===== src/chp_pkg.sv =====
package chp_pkg;

    // ----------------------------------------
    // register offsets (byte addresses)
    // ----------------------------------------
    localparam logic [7:0] OFS_CMD = 8'h04;
    localparam logic [7:0] OFS_XFER_MODE = 8'h08;
    localparam logic [7:0] OFS_BLK_SIZE = 8'h0C;
    localparam logic [7:0] OFS_BLK_COUNT = 8'h10;
    localparam logic [7:0] OFS_HOST_CTRL1 = 8'h14;
    localparam logic [7:0] OFS_IDMA_ADDR = 8'h18;
    localparam logic [7:0] OFS_INT_STATUS = 8'h1C;
    localparam logic [7:0] OFS_RESPONSE = 8'h20;
    localparam logic [7:0] OFS_DMA_SYS_ADDR = 8'h24;
    localparam logic [7:0] OFS_DMA_ERR_STAT = 8'h28;
    localparam logic [7:0] OFS_PRESENT = 8'h2C;
    localparam logic [7:0] OFS_CLK_CTRL = 8'h30;
    localparam logic [7:0] OFS_POWER = 8'h34;
    localparam logic [7:0] OFS_SW_RESET = 8'h38;
    localparam logic [7:0] OFS_RESP_CTRL = 8'h3C;
    localparam logic [1:0] PKT_REGION = 2'h1;

    // ----------------------------------------
    // fields
    // ----------------------------------------
    localparam int PKT_DEPTH = 16;
    localparam int PKT_AW = 4;
    localparam int CMD_LEN_W = 5;
    localparam int XM_RESP_IRQ_DIS = 0;
    localparam int XM_BROADCAST = 1;
    localparam logic [1:0] DMA_SEL_IDMA = 2'h3;
    localparam int INT_W = 4;
    localparam int INT_CMD = 0;
    localparam int INT_XFER = 1;
    localparam int INT_RESP_ERR = 2;
    localparam int INT_DMA_ERR = 3;
    localparam int PS_DORMANT = 0;
    localparam int PS_CMD_BUSY = 1;
    localparam int PS_DMA_BUSY = 2;
    localparam int SWR_FULL = 0;
    localparam int SWR_TRAN = 1;
    localparam int RESP_NACK_BIT = 15;
    localparam logic [7:0] CODE_GO_DORMANT = 8'h0D;
    localparam logic [1:0] DMA_ERR_FETCH = 2'h1;
    localparam logic [31:0] DESC_BYTES = 32'h0000_0010;
    localparam logic [5:0] WORD_LAST_BIT = 6'h20;
    localparam logic [5:0] RESP_LAST_BIT = 6'h1F;

    // ----------------------------------------
    // timing
    // ----------------------------------------
    localparam int CLK_NS = 5;
    localparam int REFCLK_HALF_NS = 20;
    localparam int FULL_RESET_NS = 1000;
    localparam int TRAN_RESET_NS = 500;
    localparam int REFCLK_HALF_CYC = (REFCLK_HALF_NS + CLK_NS - 1) / CLK_NS;
    localparam int FULL_RESET_CYC = (FULL_RESET_NS + CLK_NS - 1) / CLK_NS;
    localparam int TRAN_RESET_CYC = (TRAN_RESET_NS + CLK_NS - 1) / CLK_NS;

    typedef enum logic [2:0] {
        TX_IDLE, TX_READ, TX_LOAD, TX_SHIFT, TX_RESP_WAIT, TX_RESP_BITS
    } chp_tx_state_t;

    typedef enum logic {DMA_IDLE, DMA_FETCH} chp_dma_state_t;

endpackage


===== src/chp_host_ctrl.sv =====
// Decided for this implementation: register access over Wishbone and the address map.
`timescale 1ns/10ps
module chp_host_ctrl (
    input wire logic clk_i,
    input wire logic rst_i,
    input wire logic [7:0] wb_adr_i,
    input wire logic [31:0] wb_dat_i,
    input wire logic [3:0] wb_sel_i,
    input wire logic wb_we_i,
    input wire logic wb_cyc_i,
    input wire logic wb_stb_i,
    output logic [31:0] wb_dat_o,
    output logic wb_ack_o,
    input wire logic link_clk_i,
    input wire logic lane_rx_i,
    output logic lane_tx_o,
    output logic refclk_p_o,
    output logic refclk_n_o,
    output logic card_bus_power_o,
    output logic dma_req_o,
    output logic [31:0] dma_addr_o,
    input wire logic dma_ack_i,
    input wire logic dma_last_i,
    input wire logic dma_err_i
);
    // ----------------------------------------
    // declarations
    // ----------------------------------------
    localparam int RST_WAIT_MAX = 256;
    localparam int CMD_LEN_W_L = chp_pkg::CMD_LEN_W;
    logic acc, wr, launch, dma_start, clr, eng_clr, link_rise, rx_s;
    logic lk1, lk2, lk3, rx1, rx2, ev_done, ev_xfer, ev_dma_err;
    logic ev_resp_err, bcast, resp_dis, in_dormant, card_clk_en;
    logic full_rst, tran_rst, ref_lvl;
    logic [CMD_LEN_W_L-1:0] cmd_len;
    logic [1:0] xfer_mode, dma_sel, dma_err_stat;
    logic [15:0] blk_size, blk_count;
    logic [31:0] idma_addr, resp, header, dma_sys_addr, mem_rdata;
    logic [31:0] rxsh;
    logic [32:0] shreg;
    logic [5:0] bitcnt;
    logic [3:0] idx;
    logic [7:0] rst_cnt, ref_cnt;
    logic [chp_pkg::INT_W-1:0] int_status, int_set, int_w1c;
    chp_pkg::chp_tx_state_t state;
    chp_pkg::chp_dma_state_t dstate;

    function automatic logic [31:0] merge(input logic [31:0] old,
            input logic [31:0] nw, input logic [3:0] sel);
        logic [31:0] r;
        r = old;
        for (int b = 0; b < 4; b++) begin
            if (sel[b]) begin
                r[8*b +: 8] = nw[8*b +: 8];
            end
        end
        return r;
    endfunction

    function automatic logic hit(input logic [7:0] ofs);
        return wr && (wb_adr_i == ofs);
    endfunction

    // ----------------------------------------
    // wishbone slave
    // ----------------------------------------
    assign acc = wb_cyc_i && wb_stb_i && !wb_ack_o;
    assign wr = acc && wb_we_i;
    assign clr = rst_i || full_rst;
    assign eng_clr = clr || tran_rst;
    assign bcast = xfer_mode[chp_pkg::XM_BROADCAST];
    assign resp_dis = xfer_mode[chp_pkg::XM_RESP_IRQ_DIS];
    assign launch = hit(chp_pkg::OFS_CMD) && wb_sel_i[0]
        && (wb_dat_i[CMD_LEN_W_L-1:0] != '0) && (state == chp_pkg::TX_IDLE);
    assign dma_start = hit(chp_pkg::OFS_IDMA_ADDR)
        && (dma_sel == chp_pkg::DMA_SEL_IDMA) && (dstate == chp_pkg::DMA_IDLE);

    always_ff @(posedge clk_i) begin
        if (rst_i) begin
            wb_ack_o <= 1'b0;
            wb_dat_o <= '0;
        end else begin
            wb_ack_o <= acc;
            wb_dat_o <= '0;
            if (acc && !wb_we_i) begin
                case (wb_adr_i)
                    chp_pkg::OFS_CMD: wb_dat_o <= 32'(cmd_len);
                    chp_pkg::OFS_XFER_MODE: wb_dat_o <= 32'(xfer_mode);
                    chp_pkg::OFS_BLK_SIZE: wb_dat_o <= 32'(blk_size);
                    chp_pkg::OFS_BLK_COUNT: wb_dat_o <= 32'(blk_count);
                    chp_pkg::OFS_HOST_CTRL1: wb_dat_o <= 32'(dma_sel);
                    chp_pkg::OFS_IDMA_ADDR: wb_dat_o <= idma_addr;
                    chp_pkg::OFS_INT_STATUS: wb_dat_o <= 32'(int_status);
                    chp_pkg::OFS_RESPONSE: wb_dat_o <= resp;
                    chp_pkg::OFS_DMA_SYS_ADDR: wb_dat_o <= dma_sys_addr;
                    chp_pkg::OFS_DMA_ERR_STAT: wb_dat_o <= 32'(dma_err_stat);
                    chp_pkg::OFS_PRESENT: wb_dat_o <= 32'({
                        dstate == chp_pkg::DMA_FETCH,
                        state != chp_pkg::TX_IDLE, in_dormant});
                    chp_pkg::OFS_CLK_CTRL: wb_dat_o <= 32'(card_clk_en);
                    chp_pkg::OFS_POWER: wb_dat_o <= 32'(card_bus_power_o);
                    chp_pkg::OFS_SW_RESET: wb_dat_o <= 32'({tran_rst, full_rst});
                    chp_pkg::OFS_RESP_CTRL: wb_dat_o <= 32'(resp_dis);
                    default: wb_dat_o <= '0;
                endcase
            end
        end
    end

    // ----------------------------------------
    // control registers
    // ----------------------------------------
    always_ff @(posedge clk_i) begin
        if (clr) begin
            cmd_len <= '0;
            xfer_mode <= '0;
            blk_size <= '0;
            blk_count <= '0;
            dma_sel <= '0;
            idma_addr <= '0;
            card_clk_en <= 1'b0;
        end else begin
            if (hit(chp_pkg::OFS_CMD)) begin
                cmd_len <= CMD_LEN_W_L'(merge(32'(cmd_len), wb_dat_i, wb_sel_i));
            end
            if (hit(chp_pkg::OFS_XFER_MODE)) begin
                xfer_mode <= 2'(merge(32'(xfer_mode), wb_dat_i, wb_sel_i));
            end
            if (hit(chp_pkg::OFS_BLK_SIZE)) begin
                blk_size <= 16'(merge(32'(blk_size), wb_dat_i, wb_sel_i));
            end
            if (hit(chp_pkg::OFS_BLK_COUNT)) begin
                blk_count <= 16'(merge(32'(blk_count), wb_dat_i, wb_sel_i));
            end
            if (hit(chp_pkg::OFS_HOST_CTRL1)) begin
                dma_sel <= 2'(merge(32'(dma_sel), wb_dat_i, wb_sel_i));
            end
            if (hit(chp_pkg::OFS_IDMA_ADDR)) begin
                idma_addr <= merge(idma_addr, wb_dat_i, wb_sel_i);
            end
            if (hit(chp_pkg::OFS_CLK_CTRL)) begin
                card_clk_en <= 1'(merge(32'(card_clk_en), wb_dat_i, wb_sel_i));
            end
        end
    end

    // bus power only follows the hard reset
    always_ff @(posedge clk_i) begin
        if (rst_i) begin
            card_bus_power_o <= 1'b0;
        end else if (hit(chp_pkg::OFS_POWER) && wb_sel_i[0]) begin
            card_bus_power_o <= wb_dat_i[0];
        end
    end

    // ----------------------------------------
    // software resets
    // ----------------------------------------
    always_ff @(posedge clk_i) begin
        if (rst_i) begin
            full_rst <= 1'b0;
            tran_rst <= 1'b0;
            rst_cnt <= '0;
        end else if (full_rst || tran_rst) begin
            rst_cnt <= rst_cnt + 8'h01;
            if (full_rst && rst_cnt == 8'(chp_pkg::FULL_RESET_CYC - 1)) begin
                full_rst <= 1'b0;
                tran_rst <= 1'b0;
                rst_cnt <= '0;
            end else if (!full_rst
                    && rst_cnt == 8'(chp_pkg::TRAN_RESET_CYC - 1)) begin
                tran_rst <= 1'b0;
                rst_cnt <= '0;
            end
        end else if (hit(chp_pkg::OFS_SW_RESET) && wb_sel_i[0]) begin
            full_rst <= wb_dat_i[chp_pkg::SWR_FULL];
            tran_rst <= wb_dat_i[chp_pkg::SWR_TRAN];
        end
    end

    // ----------------------------------------
    // link clock and lane synchronisers
    // ----------------------------------------
    always_ff @(posedge clk_i) begin
        lk1 <= link_clk_i;
        lk2 <= lk1;
        lk3 <= lk2;
        rx1 <= lane_rx_i;
        rx2 <= rx1;
    end
    assign link_rise = lk2 && !lk3;
    assign rx_s = rx2;

    // ----------------------------------------
    // command packet engine
    // ----------------------------------------
    chp_pkt_mem u_mem (
        .clk_i(clk_i),
        .we_i(wr && wb_adr_i[7:6] == chp_pkg::PKT_REGION),
        .waddr_i(wb_adr_i[5:2]),
        .wdata_i(wb_dat_i),
        .raddr_i(idx),
        .rdata_o(mem_rdata)
    );

    always_ff @(posedge clk_i) begin
        ev_done <= 1'b0;
        ev_resp_err <= 1'b0;
        if (eng_clr) begin
            state <= chp_pkg::TX_IDLE;
            idx <= '0;
            bitcnt <= '0;
            shreg <= '0;
            rxsh <= '0;
            header <= '0;
            resp <= '0;
            lane_tx_o <= 1'b0;
        end else begin
            if (link_rise && state != chp_pkg::TX_SHIFT) begin
                lane_tx_o <= 1'b0;
            end
            case (state)
                chp_pkg::TX_IDLE: begin
                    if (launch) begin
                        idx <= '0;
                        state <= chp_pkg::TX_READ;
                    end
                end
                chp_pkg::TX_READ: state <= chp_pkg::TX_LOAD;
                chp_pkg::TX_LOAD: begin
                    shreg <= {1'b1, mem_rdata};
                    bitcnt <= '0;
                    if (idx == '0) begin
                        header <= mem_rdata;
                    end
                    state <= chp_pkg::TX_SHIFT;
                end
                chp_pkg::TX_SHIFT: begin
                    if (link_rise) begin
                        lane_tx_o <= shreg[32];
                        shreg <= {shreg[31:0], 1'b0};
                        bitcnt <= bitcnt + 6'h01;
                        if (bitcnt == chp_pkg::WORD_LAST_BIT) begin
                            if (5'(idx) + 5'h01 < cmd_len) begin
                                idx <= idx + 4'h1;
                                state <= chp_pkg::TX_READ;
                            end else if (bcast) begin
                                resp <= header;
                                ev_done <= 1'b1;
                                state <= chp_pkg::TX_IDLE;
                            end else begin
                                state <= chp_pkg::TX_RESP_WAIT;
                            end
                        end
                    end
                end
                chp_pkg::TX_RESP_WAIT: begin
                    if (link_rise && rx_s) begin
                        bitcnt <= '0;
                        state <= chp_pkg::TX_RESP_BITS;
                    end
                end
                chp_pkg::TX_RESP_BITS: begin
                    if (link_rise) begin
                        rxsh <= {rxsh[30:0], rx_s};
                        bitcnt <= bitcnt + 6'h01;
                        if (bitcnt == chp_pkg::RESP_LAST_BIT) begin
                            resp <= {rxsh[30:0], rx_s};
                            ev_done <= 1'b1;
                            ev_resp_err <= resp_dis
                                && rxsh[chp_pkg::RESP_NACK_BIT - 1];
                            state <= chp_pkg::TX_IDLE;
                        end
                    end
                end
                default: state <= chp_pkg::TX_IDLE;
            endcase
        end
    end

    always_ff @(posedge clk_i) begin
        if (eng_clr) begin
            in_dormant <= 1'b0;
        end else if (ev_done && header[7:0] == chp_pkg::CODE_GO_DORMANT) begin
            in_dormant <= 1'b1;
        end else if (launch) begin
            in_dormant <= 1'b0;
        end
    end

    // ----------------------------------------
    // descriptor dma
    // ----------------------------------------
    always_ff @(posedge clk_i) begin
        ev_xfer <= 1'b0;
        ev_dma_err <= 1'b0;
        if (clr) begin
            dstate <= chp_pkg::DMA_IDLE;
            dma_req_o <= 1'b0;
            dma_addr_o <= '0;
            dma_sys_addr <= '0;
            dma_err_stat <= '0;
        end else begin
            case (dstate)
                chp_pkg::DMA_IDLE: begin
                    if (dma_start) begin
                        dma_addr_o <= merge(idma_addr, wb_dat_i, wb_sel_i);
                        dma_sys_addr <= merge(idma_addr, wb_dat_i, wb_sel_i);
                        dma_req_o <= 1'b1;
                        dstate <= chp_pkg::DMA_FETCH;
                    end
                end
                chp_pkg::DMA_FETCH: begin
                    if (dma_ack_i) begin
                        if (dma_err_i) begin
                            dma_err_stat <= chp_pkg::DMA_ERR_FETCH;
                            ev_dma_err <= 1'b1;
                            dma_req_o <= 1'b0;
                            dstate <= chp_pkg::DMA_IDLE;
                        end else if (dma_last_i) begin
                            ev_xfer <= 1'b1;
                            dma_req_o <= 1'b0;
                            dstate <= chp_pkg::DMA_IDLE;
                        end else begin
                            dma_addr_o <= dma_addr_o + chp_pkg::DESC_BYTES;
                            dma_sys_addr <= dma_addr_o + chp_pkg::DESC_BYTES;
                        end
                    end
                end
                default: dstate <= chp_pkg::DMA_IDLE;
            endcase
        end
    end

    // ----------------------------------------
    // status, write one to clear, set wins
    // ----------------------------------------
    always_comb begin
        int_set = '0;
        int_set[chp_pkg::INT_CMD] = ev_done && (bcast || !resp_dis);
        int_set[chp_pkg::INT_XFER] = ev_xfer;
        int_set[chp_pkg::INT_RESP_ERR] = ev_resp_err;
        int_set[chp_pkg::INT_DMA_ERR] = ev_dma_err;
        int_w1c = '0;
        if (hit(chp_pkg::OFS_INT_STATUS) && wb_sel_i[0]) begin
            int_w1c = wb_dat_i[chp_pkg::INT_W-1:0];
        end
    end

    always_ff @(posedge clk_i) begin
        if (clr) begin
            int_status <= '0;
        end else begin
            int_status <= (int_status & ~int_w1c) | int_set;
        end
    end

    // ----------------------------------------
    // reference clock divider
    // ----------------------------------------
    always_ff @(posedge clk_i) begin
        if (clr || !card_clk_en) begin
            ref_cnt <= '0;
            ref_lvl <= 1'b0;
            refclk_p_o <= 1'b0;
            refclk_n_o <= 1'b0;
        end else begin
            ref_cnt <= ref_cnt + 8'h01;
            if (ref_cnt == 8'(chp_pkg::REFCLK_HALF_CYC - 1)) begin
                ref_cnt <= '0;
                ref_lvl <= !ref_lvl;
            end
            refclk_p_o <= ref_lvl;
            refclk_n_o <= !ref_lvl;
        end
    end
endmodule // chp_host_ctrl


===== src/chp_pkt_mem.sv =====
`timescale 1ns/10ps
module chp_pkt_mem (
    input wire logic clk_i,
    input wire logic we_i,
    input wire logic [3:0] waddr_i,
    input wire logic [31:0] wdata_i,
    input wire logic [3:0] raddr_i,
    output logic [31:0] rdata_o
);
    // ----------------------------------------
    // command packet storage
    // ----------------------------------------
    logic [31:0] mem [chp_pkg::PKT_DEPTH];

    always_ff @(posedge clk_i) begin
        if (we_i) begin
            mem[waddr_i] <= wdata_i;
        end
    end

    always_ff @(posedge clk_i) begin
        rdata_o <= mem[raddr_i];
    end
endmodule // chp_pkt_mem

===== config.mk =====
export PLATFORM = sky130hd
export DESIGN_NAME = chp_host_ctrl
export DESIGN_NICKNAME = d
export VERILOG_FILES = /design/src/chp_pkg.sv /design/src/chp_host_ctrl.sv /design/src/chp_pkt_mem.sv
export SDC_FILE = /design/constraint.sdc
export NUM_CORES = 1
export LEC_CHECK = 0
export BUFFER_PORTS_ARGS = -buffer_cell sky130_fd_sc_hd__buf_2
export CAP_MARGIN = 20
export CORE_UTILIZATION = 55
export CTS_BUF_LIST = sky130_fd_sc_hd__clkbuf_4
export CTS_CLUSTER_DIAMETER = 60
export CTS_CLUSTER_SIZE = 12
export DETAILED_ROUTE_END_ITERATION = 10
export PLACE_DENSITY = 0.68
export SYNTH_ARGS = -nofsm -noshare
export SYNTH_HDL_FRONTEND = slang
export SYNTH_SLANG_ARGS = --single-unit

===== constraint.sdc =====
create_clock -name clk_i -period 4.9 [get_ports clk_i]
set_input_delay 0.49 -clock clk_i [delete_from_list [all_inputs] [get_ports clk_i]]
set_output_delay 0.49 -clock clk_i [all_outputs]
set_load 0.02 [all_outputs]

**Yosys cells after proc, flatten, opt, wreduce, memory -nomap -nowiden**

Memories as Yosys holds them, arrays and structs flattened. A register that Yosys moved wholly into a read port is not among the register bits.
Cells that the tools add are included.

- Memory bits (read-only): 0
- Bits in latches: 0
- Memories kept: 1
- RAM bits: 512
- Input bits: 54
- Word-level logic and storage cells: 256
- Output and inout bits: 70
- Flip-flop bits (word level): 320

- $lt $le $gt $ge: 1
- $add $sub $neg: 6
- Divide/modulo/power cells: 0
- Reduce and logical (&&, ||, !) cells: 79
- Muxes and demuxes: 72
- Multipliers: 0
- Shift operators: 0
- Bitwise operators: 9
- Eq/ne operators: 46

Memory list:

| memory | depth | width | rd ports | clocked after Yosys merged registers in | wr ports | line | text |
|---|---|---|---|---|---|---|---|
| u_mem.mem | 16 | 32 | 1 | 1 | 1 | chp_pkt_mem.sv:13 | `logic [31:0] mem [chp_pkg::PKT_DEPTH];` |

Operators by type and width:

| cell | count |
|---|---|
| $pmux W32 S15 | 1 |
| $mux W32 | 10 |
| $pmux W32 S2 | 2 |
| $pmux W33 S2 | 1 |
| $eq A8 B6 Y1 const B | 8 |
| $mux W8 | 6 |
| $mux W33 | 1 |
| $add A32 B5 Y32 const B | 1 |
| $eq A8 B5 Y1 const B | 4 |
| $logic_and A1 B1 Y1 | 31 |
| $mux W1 | 30 |
| $ne A2 B2 Y1 const B | 13 |
| $reduce_and A2 Y1 | 13 |
| $eq A8 B4 Y1 const B | 3 |
| $mux W3 | 8 |
| $mux W4 | 5 |
| $pmux W3 S6 | 1 |
| $pmux W6 S3 | 1 |
| $add A8 B1 Y8 const B | 2 |
| $mux W6 | 2 |
| $reduce_bool A2 Y1 | 5 |
| $reduce_and A3 Y1 | 3 |
| $eq A8 B2 Y1 const B | 1 |
| $eq A8 B3 Y1 const B | 1 |
| 36 further kinds | 60 |

**Longest topological paths before layout**

Gate-level depths: netlist of the first run.

- Depth in word-level cells: 9
- Gate-level depth with buffers: 14
- Mapped depth without buffers: 9

**Cells and area by module**

From an unflattened synthesis of the first run, not the netlist that was laid out.

- Cells, all modules: 2590
- Area, all modules: 34088.9 µm²

Modules (own cells, without submodules):

| module | area an instance (µm²) | cells each | times used | sequential area each (µm²) |
|---|---|---|---|---|
| chp_pkt_mem | 19854.0 | 838 | 1 | 16015.4 |
| chp_host_ctrl | 14234.9 | 1752 | 1 | 6406.1 |

**Least setup slack after synthesis of the first run**

Ideal clock, no wire load.

- Path type: input-to-reg
- Start point: in wb_cyc_i
- End point: mem u_mem.mem[1][0], enable pin
- Setup time: 461 ps
- Required time: 4439 ps
- Arrival: 3480 ps
- Stages on the path: 5
- Path slack: 959 ps
- Cell sequence: and4b_1 -> clkbuf_1 -> and3b_1 -> nand3b_1 -> nor3_1

- Cells in the longest elaborated chain, start to end: 6

RTL lines:

| item | line | text |
|---|---|---|
| start, declared | chp_host_ctrl.sv:10 | `input wire logic wb_cyc_i,` |
| $logic_and A1 B1 Y1 (2 in series) | chp_host_ctrl.sv:67 | `assign acc = wb_cyc_i && wb_stb_i && !wb_ack_o;` |
| $logic_and A1 B1 Y1 | chp_host_ctrl.sv:68 | `assign wr = acc && wb_we_i;` |
| $logic_and A1 B1 Y1 | chp_host_ctrl.sv:199 | `.we_i(wr && wb_adr_i[7:6] == chp_pkg::PKT_REGION),` |
| $mux W1 | chp_pkt_mem.sv:16 | `if (we_i) begin` |
| $mux W1 (implied by the code) | chp_pkt_mem.sv:17 | `mem[waddr_i] <= wdata_i;` |
| end, declared | chp_pkt_mem.sv:13 |  |

Every way passes these cells.

==> results.txt, run 1 <==
status: completed
CTS tree: yes
Filler cells: 4625
GRT Total Usage: 28.1%
DP Cell Count: 3282
Seq/Total Area, Yosys: 66.2%
CP Max Fanout: 65
IO buf count: 123
final worst path period need: 3.23 ns
clock transition at the registers of the reported paths: 0.15 ns
placed cell area: 0.0353 mm^2
sw power: 2.59 mW
Critical Path End Type: flop
Final nets: 2685
Post-synth EDFFs: 512
crit start category: flop
initial antenna violation count: 4
CTS resizes: 0
Cell Area, Synth: 0.0339 mm^2
placer congestion estimate: 0.949
Adder-Cell Fraction of Synth Area: 0.406%
Post-Route Skew: 0.0598 ns
Slew @ Worst Pin: 1.04 ns
commonest non-fill, non-tap cell in the layout: edfxtp_1
DRT antenna net count: 0
Fin Setup TNS: 0 ns
syn nets: 2571
slowest cell delay on critical path: 0.86 ns
Final Power: 11.8 mW
most frequent cells in the layout: 512 x edfxtp_1, 356 x nand2_1, 348 x dfxtp_1
average size of a mapped cell: 13.5 um^2
Slew HR: 30.5%
first-pass GRT wire length: 132 mm
Arr. time, crit path: 4.00 ns
Worst EP required: 5.67 ns
Hold Path Origin: wb_dat_i[11]
cell area power density: 320 mW/mm^2
Post-Route WL: 87.5 mm
Clk Latency, worst-skew pair: 0.92 ns
vias in the first global route: 21200
Multi-input gate area: 0.0108 mm^2
Reg-to-Reg Start: idx[1]$_SDFFE_PP0P_
Switching Share: 22.0%
register area: 0.0224 mm^2
P_int: 9.19 mW
worst reg2reg endpoint: u_mem.rdata_o[16]$_DFF_P_
CP cell instances: buf_4 -> buf_4 -> mux4_2 -> mux4_2
class of the tightest hold or removal check: primary input to flop
RSZ-0062 raised after global routing: no
Gate power share: 3.3%
width of the die: 250 um
core box area: 0.0606 mm^2
flip-flop and latch count after synthesis: 864
clock buffer depth: 3
Post-Synth XOR/XNOR Area: 0.491%
FP Rows: 90
DR iter-0 viols: 2267
ratio of cells with drive above 1 in the final layout: 19.8%
DPL Wire Length: 54.9 mm
Synth Warn #: 0
CP Class: flop to flop
Cell variety after synth: 71
post-synthesis mux area share: 12.2%
I/O pin count: 124
hold path cells: 3
simple-gate share of the synthesized area: 9.88%
total gr overflow: 0
final instance area: 0.0368 mm^2
largest family of logic cells by synthesized area: multiplexers
Via Count: 21800
Final setup viols: 0
Cells after Synth: 2506
Synth Area in Compound Gates: 8.54%
r2r setup slk: 1.67 ns
sequential power share: 65.9%
Setup Fix Bufs, Post-CTS: 0
Cell Count, Final, Fillers Out: 3464
DR vias/cell: 6.29
hold-fix buffers at CTS: 33
async set-reset flop share out of synthesis: 0%
Die Ht: 250 um
first-pass detailed-route iteration total: 8
clock root buffer: clkbuf_4
Area Growth Syn to Fin: 8.65%
Max VDD drop: 0.000325 V
Clk pwr share: 30.8%
worst r2r path cells: 4
CTS buffer count: 83
Highest Clock Rate: 309 MHz
ratio of final minimum period to clock period: 66.0%
Clock Sinks: 864
Max-Cap Viols: 0
Die ar.: 0.0626 mm^2
WHS Endpoint: blk_size[11]$_SDFFE_PP0P_
Hold Vio Cnt, Final: 0
Top FF cell, synth: edfxtp_1
# DRC: 0
WL/cell: 25.3 um
largest net degree at the start of global routing: 114
Initial Util: 55.9%
Slew Limit Fails: 0
Slowest-stage cell, CP: buf_4
P_leak: 11.8 nW
H-Tree Depth: 3
-- flip-flops by register name, indices dropped and copies added (netlist names), 5 cells and up --
signal         cells
u_mem.mem        512
rst_cnt            8
rxsh              31
bitcnt             6
blk_count         16
resp              32
wb_dat_o          32
shreg             33
u_mem.rdata_o     32
cmd_len            5
ref_cnt            8
blk_size          16
dma_sys_addr      32
idma_addr         32
header            32
-- cells in the mapped netlist (3+ instances only) --
cell	instances	share of area, %
a22o_1	19	0.49
or3_1	36	0.66
a211oi_1	13	0.29
and2_1	8	0.15
a22oi_1	4	0.089
a31oi_1	13	0.24
nor2_1	152	1.7
inv_1	19	0.21
a222oi_1	28	0.83
buf_2	21	0.31
nand3_1	82	1.2
a21oi_1	217	3.2
nor4_1	7	0.13
or2_2	3	0.055
edfxtp_1	512	45
xnor2_1	9	0.23
a32oi_1	5	0.13
clkbuf_1	127	1.4
nand3b_1	4	0.089
and3_1	20	0.37
a32o_1	3	0.089
nor2b_1	9	0.17
ha_1	11	0.41
a221oi_1	6	0.16
buf_1	25	0.28
nand2_1	356	3.9
nand2b_1	6	0.11
o221ai_1	4	0.10
nand4_1	10	0.18
dfxtp_1	352	21
xor2_1	10	0.26
o21ai_0	97	1.4
a311oi_1	33	0.85
mux2i_1	43	1.3
o21a_1	6	0.13
mux2_2	10	0.33
nor4b_1	4	0.10
mux4_2	160	11
nor3_1	20	0.30
-- layout make-up --
cell class / instances / area share [%]
sequential: 864 / 60.9
antenna: 6 / 0.0408
tap: 782 / 2.66
multi-input combinational: 1447 / 29.5
clock inverter: 12 / 0.398
clock buffer: 129 / 2.63
inverter: 19 / 0.194
timing repair buffer: 205 / 3.70
-- worst max-delay path: cells and delay by family, from the launching register on --
| kind | cells | cell delay (ns) |
|---|---|---|
| buf+inv | 2 | 1.50 |
| mux | 2 | 0.88 |
| flops | 1 | 0.63 |
-- worst max path at each step --
stage,startpoint,to,cells after the start,slack [ns]
2_1_floorplan,wb_cyc_i,u_mem.mem[1][0]$_DFFE_PP_,5,0.96
3_3_place_gp,idx[1]$_SDFFE_PP0P_,u_mem.rdata_o[16]$_DFF_P_,4,1.76
3_5_place_dp,idx[2]$_SDFFE_PP0P_,resp[24]$_SDFFE_PP0P_,8,1.64
4_1_cts,idx[2]$_SDFFE_PP0P_,resp[24]$_SDFFE_PP0P_,8,1.57
5_1_grt,idx[2]$_SDFFE_PP0P_,resp[25]$_SDFFE_PP0P_,9,1.48
6_report,idx[1]$_SDFFE_PP0P_,u_mem.rdata_o[16]$_DFF_P_,4,1.67
-- logic make-up after synthesis --
family,count (synthesis)
buffers and inverters,195
adder cells (fa/ha/maj),11
flip-flops,864
multiplexers,213
AND/OR/NAND/NOR,738
XOR/XNOR,19
AO/OA/AOI/OAI,466
-- power by group through the flow --
stage               Combinational [mW]  Clock, mW  Sequential (mW)
global route                     0.418       3.98             7.76
global placement                 0.350          0             7.92
CTS                              0.382       3.70             7.76
finish                           0.389       3.63             7.76
floorplan                        0.189          0             7.91
detailed placement               0.362          0             7.92
-- layer usage --
layer / GRT usage (%) / up-vias / share of wire (%)
met5: 0 / - / 0.015
met4: 8.40 / 2 / 2.8
met3: 4.27 / 148 / 7.1
met2: 45.8 / 992 / 49
met1: 39.4 / 10900 / 41
li1: - / 9712 / -
-- per-stage QoR --
step / utilization, % / hold slack, ns / worst slack, ns
global placement: 58.3 / 0.316 / 1.76
detailed placement: 58.3 / 0.313 / 1.64
finish: 60.8 / 0.0615 / 1.67
global route: 60.8 / -0.00404 / 1.48
CTS: 60.7 / 0.00521 / 1.57
floorplan: - / 0.310 / 0.959
Power figures use the tool's default switching activity.
==> run 2: changes to the inputs <==
- PLACE_DENSITY: 0.68 -> 0.71
- clock period: 4.9 -> 2.9 ns (I/O delays scaled with it)
==> run 2 against run 1 <==
  * Critical path depth up 5
  * Clock skew down 0.0073 ns
  * Routed wire length down 0.18%
  * Via count up 2.5%
  * Die area unchanged
  * First-iteration DRC count up 25%
  * Core utilization up 1.0 points
  * Hold slack better by 0.020 ns
  * Setup slack worse by 1.4 ns
  * Count of clock-buffer cells in the layout down 4
  * Non-clock buffer count up 54
  * Global-route usage down 0.25 points
  * Critical path type is now primary input to flop
  * Critical endpoint is now idx[3]$_SDFFE_PP0P_
  * Largest power group unchanged
==> results.txt, run 2 (same netlist as run 1, synthesis figures left out) <==
status: completed
Clock Sinks: 864
CP Max Fanout: 7
commonest non-fill, non-tap cell in the layout: edfxtp_1
Filler cells: 4501
Post-Route Skew: 0.0526 ns
class of the tightest hold or removal check: primary input to flop
Clk Latency, worst-skew pair: 0.89 ns
Initial Util: 55.9%
hold slack final: 0.0817 ns
first-pass detailed-route iteration total: 8
Cell Count, Final, Fillers Out: 3510
core box area: 0.0606 mm^2
Final setup viols: 0
max reg flops: 512
ratio of cells with drive above 1 in the final layout: 20.3%
M2 GR Usage: 45.7%
Slew @ Worst Pin: 0.953 ns
final worst path period need: 2.66 ns
IO buf count: 123
Biggest register: u_mem.mem
cell area power density: 527 mW/mm^2
initial antenna violation count: 1
H-Tree Depth: 3
Arr. time, crit path: 3.47 ns
Hold Vio Cnt, Final: 0
Multi-input gate area: 0.0109 mm^2
grt peak-use layer: met2
Max VDD drop: 0.000486 V
met3 Resource Use GR: 4.59%
DPL Wire Length: 52.4 mm
Die Ht: 250 um
Critical Path End Type: flop
clock buffer depth: 3
Highest Clock Rate: 377 MHz
placer congestion estimate: 0.918
Final nets: 2739
Area Growth Syn to Fin: 10.5%
most frequent cells in the layout: 512 x edfxtp_1, 356 x nand2_1, 348 x dfxtp_1
clock transition at the registers of the reported paths: 0.12 ns
I/O pin count: 124
Most common cell on crit path: dlygate4sd3_1
Post-Route WL: 87.3 mm
RSZ-0062 raised after global routing: no
Fin Setup TNS: 0 ns
first-pass GRT wire length: 132 mm
Via Count: 22300
total gr overflow: 0
largest net degree at the start of global routing: 130
CTS buffer count: 83
GR Layer Usage met1: 37.3%
slowest cell delay on critical path: 0.71 ns
vias in the first global route: 21900
DR iter-0 viols: 2841
register area: 0.0224 mm^2
P_leak: 12.0 nW
Max-Cap Viols: 0
final instance area: 0.0374 mm^2
Top Registers: u_mem.mem: 512 flops, shreg: 33 flops
crit start category: primary input
CP cell instances: dlygate4sd3_1 -> buf_2 -> nor4b_4 -> dlygate4sd3_1 -> nand4_4 -> or3_4 -> a21boi_1 -> nor2_4 -> mux2i_1
DRT antenna net count: 0
CTS tree: yes
Slew HR: 36.5%
placed cell area: 0.0358 mm^2
DP Cell Count: 3313
GRT Total Usage: 27.9%
Worst EP required: 3.72 ns
Die ar.: 0.0626 mm^2
FP Rows: 90
CTS resizes: 0
ratio of final minimum period to clock period: 91.6%
WL/cell: 24.9 um
# DRC: 0
CP Class: primary input to flop
Slowest-stage cell, CP: dlygate4sd3_1
Final Power: 19.7 mW
Slew Limit Fails: 0
clock root buffer: clkbuf_4
width of the die: 250 um
DR vias/cell: 6.36
==> run 2: cell count changes in the layout (fill, tap and decap cells not counted), sizes merged <==
cell,change
dlygate4sd3,+24
clkinvlp,-1
clkbuf,-4
diode,-4
buf,+30
bufinv,-1
clkinv,+2
==> run 2: cell type report <==
cell class,instances,share of cell area (%)
diodes,2,0.0134
clock buffers,125,2.51
clock inverters,12,0.297
inverters,19,0.190
multi-input cells,1447,29.0
flip-flops and latches,864,59.9
well taps,782,2.61
repair buffers,259,5.44
==> run 2: critical path: cells and delay by family <==
family | cells | cell delay, ns
buffers and inverters | 3 | 1.44
AND/OR/NAND/NOR | 4 | 1.34
multiplexers | 1 | 0.20
AO/OA/AOI/OAI | 1 | 0.19
==> run 2: what timing repair did <==
action,4_1_cts,5_1_grt
hold buffers,57,0
setup buffers,0,0
hold endpoints to repair,620,0
==> run 2: per-layer routing <==
layer | up-vias | part of all wire [%]
li1 | 9825 | -
met1 | 11100 | 39
met4 | 0 | 3.8
met3 | 207 | 8.5
met2 | 1178 | 49
met5 | - | 0
==> run 2: worst paths after layout <==
path                            cells after the start                 from                     to  slack (ns)
worst max-delay path                                9          wb_adr_i[1]    idx[3]$_SDFFE_PP0P_        0.24
worst min-delay path                                2            lane_rx_i            rx1$_DFF_P_        0.08
worst max register to register                     10  idx[0]$_SDFFE_PP0P_  resp[20]$_SDFFE_PP0P_        0.34
worst min register to register                      0          rx1$_DFF_P_            rx2$_DFF_P_        0.35
==> run 2: through the flow <==
| step | utilization, % | setup slack, ns |
|---|---|---|
| 2_1_floorplan | - | -0.181 |
| 3_3_place_gp | 59.1 | 0.230 |
| 3_5_place_dp | 59.1 | 0.0974 |
| 4_1_cts | 61.8 | 0.0643 |
| 5_1_grt | 61.8 | 0.197 |
| 6_report | 61.8 | 0.245 |
==> run 2: report_power, final <==
part	total (mW)	leakage (nW)	internal, mW	switching (mW)
clock	5.94	0.628	2.14	3.80
sequential	13.1	7.46	13.0	0.0595
combinational	0.695	3.96	0.211	0.484
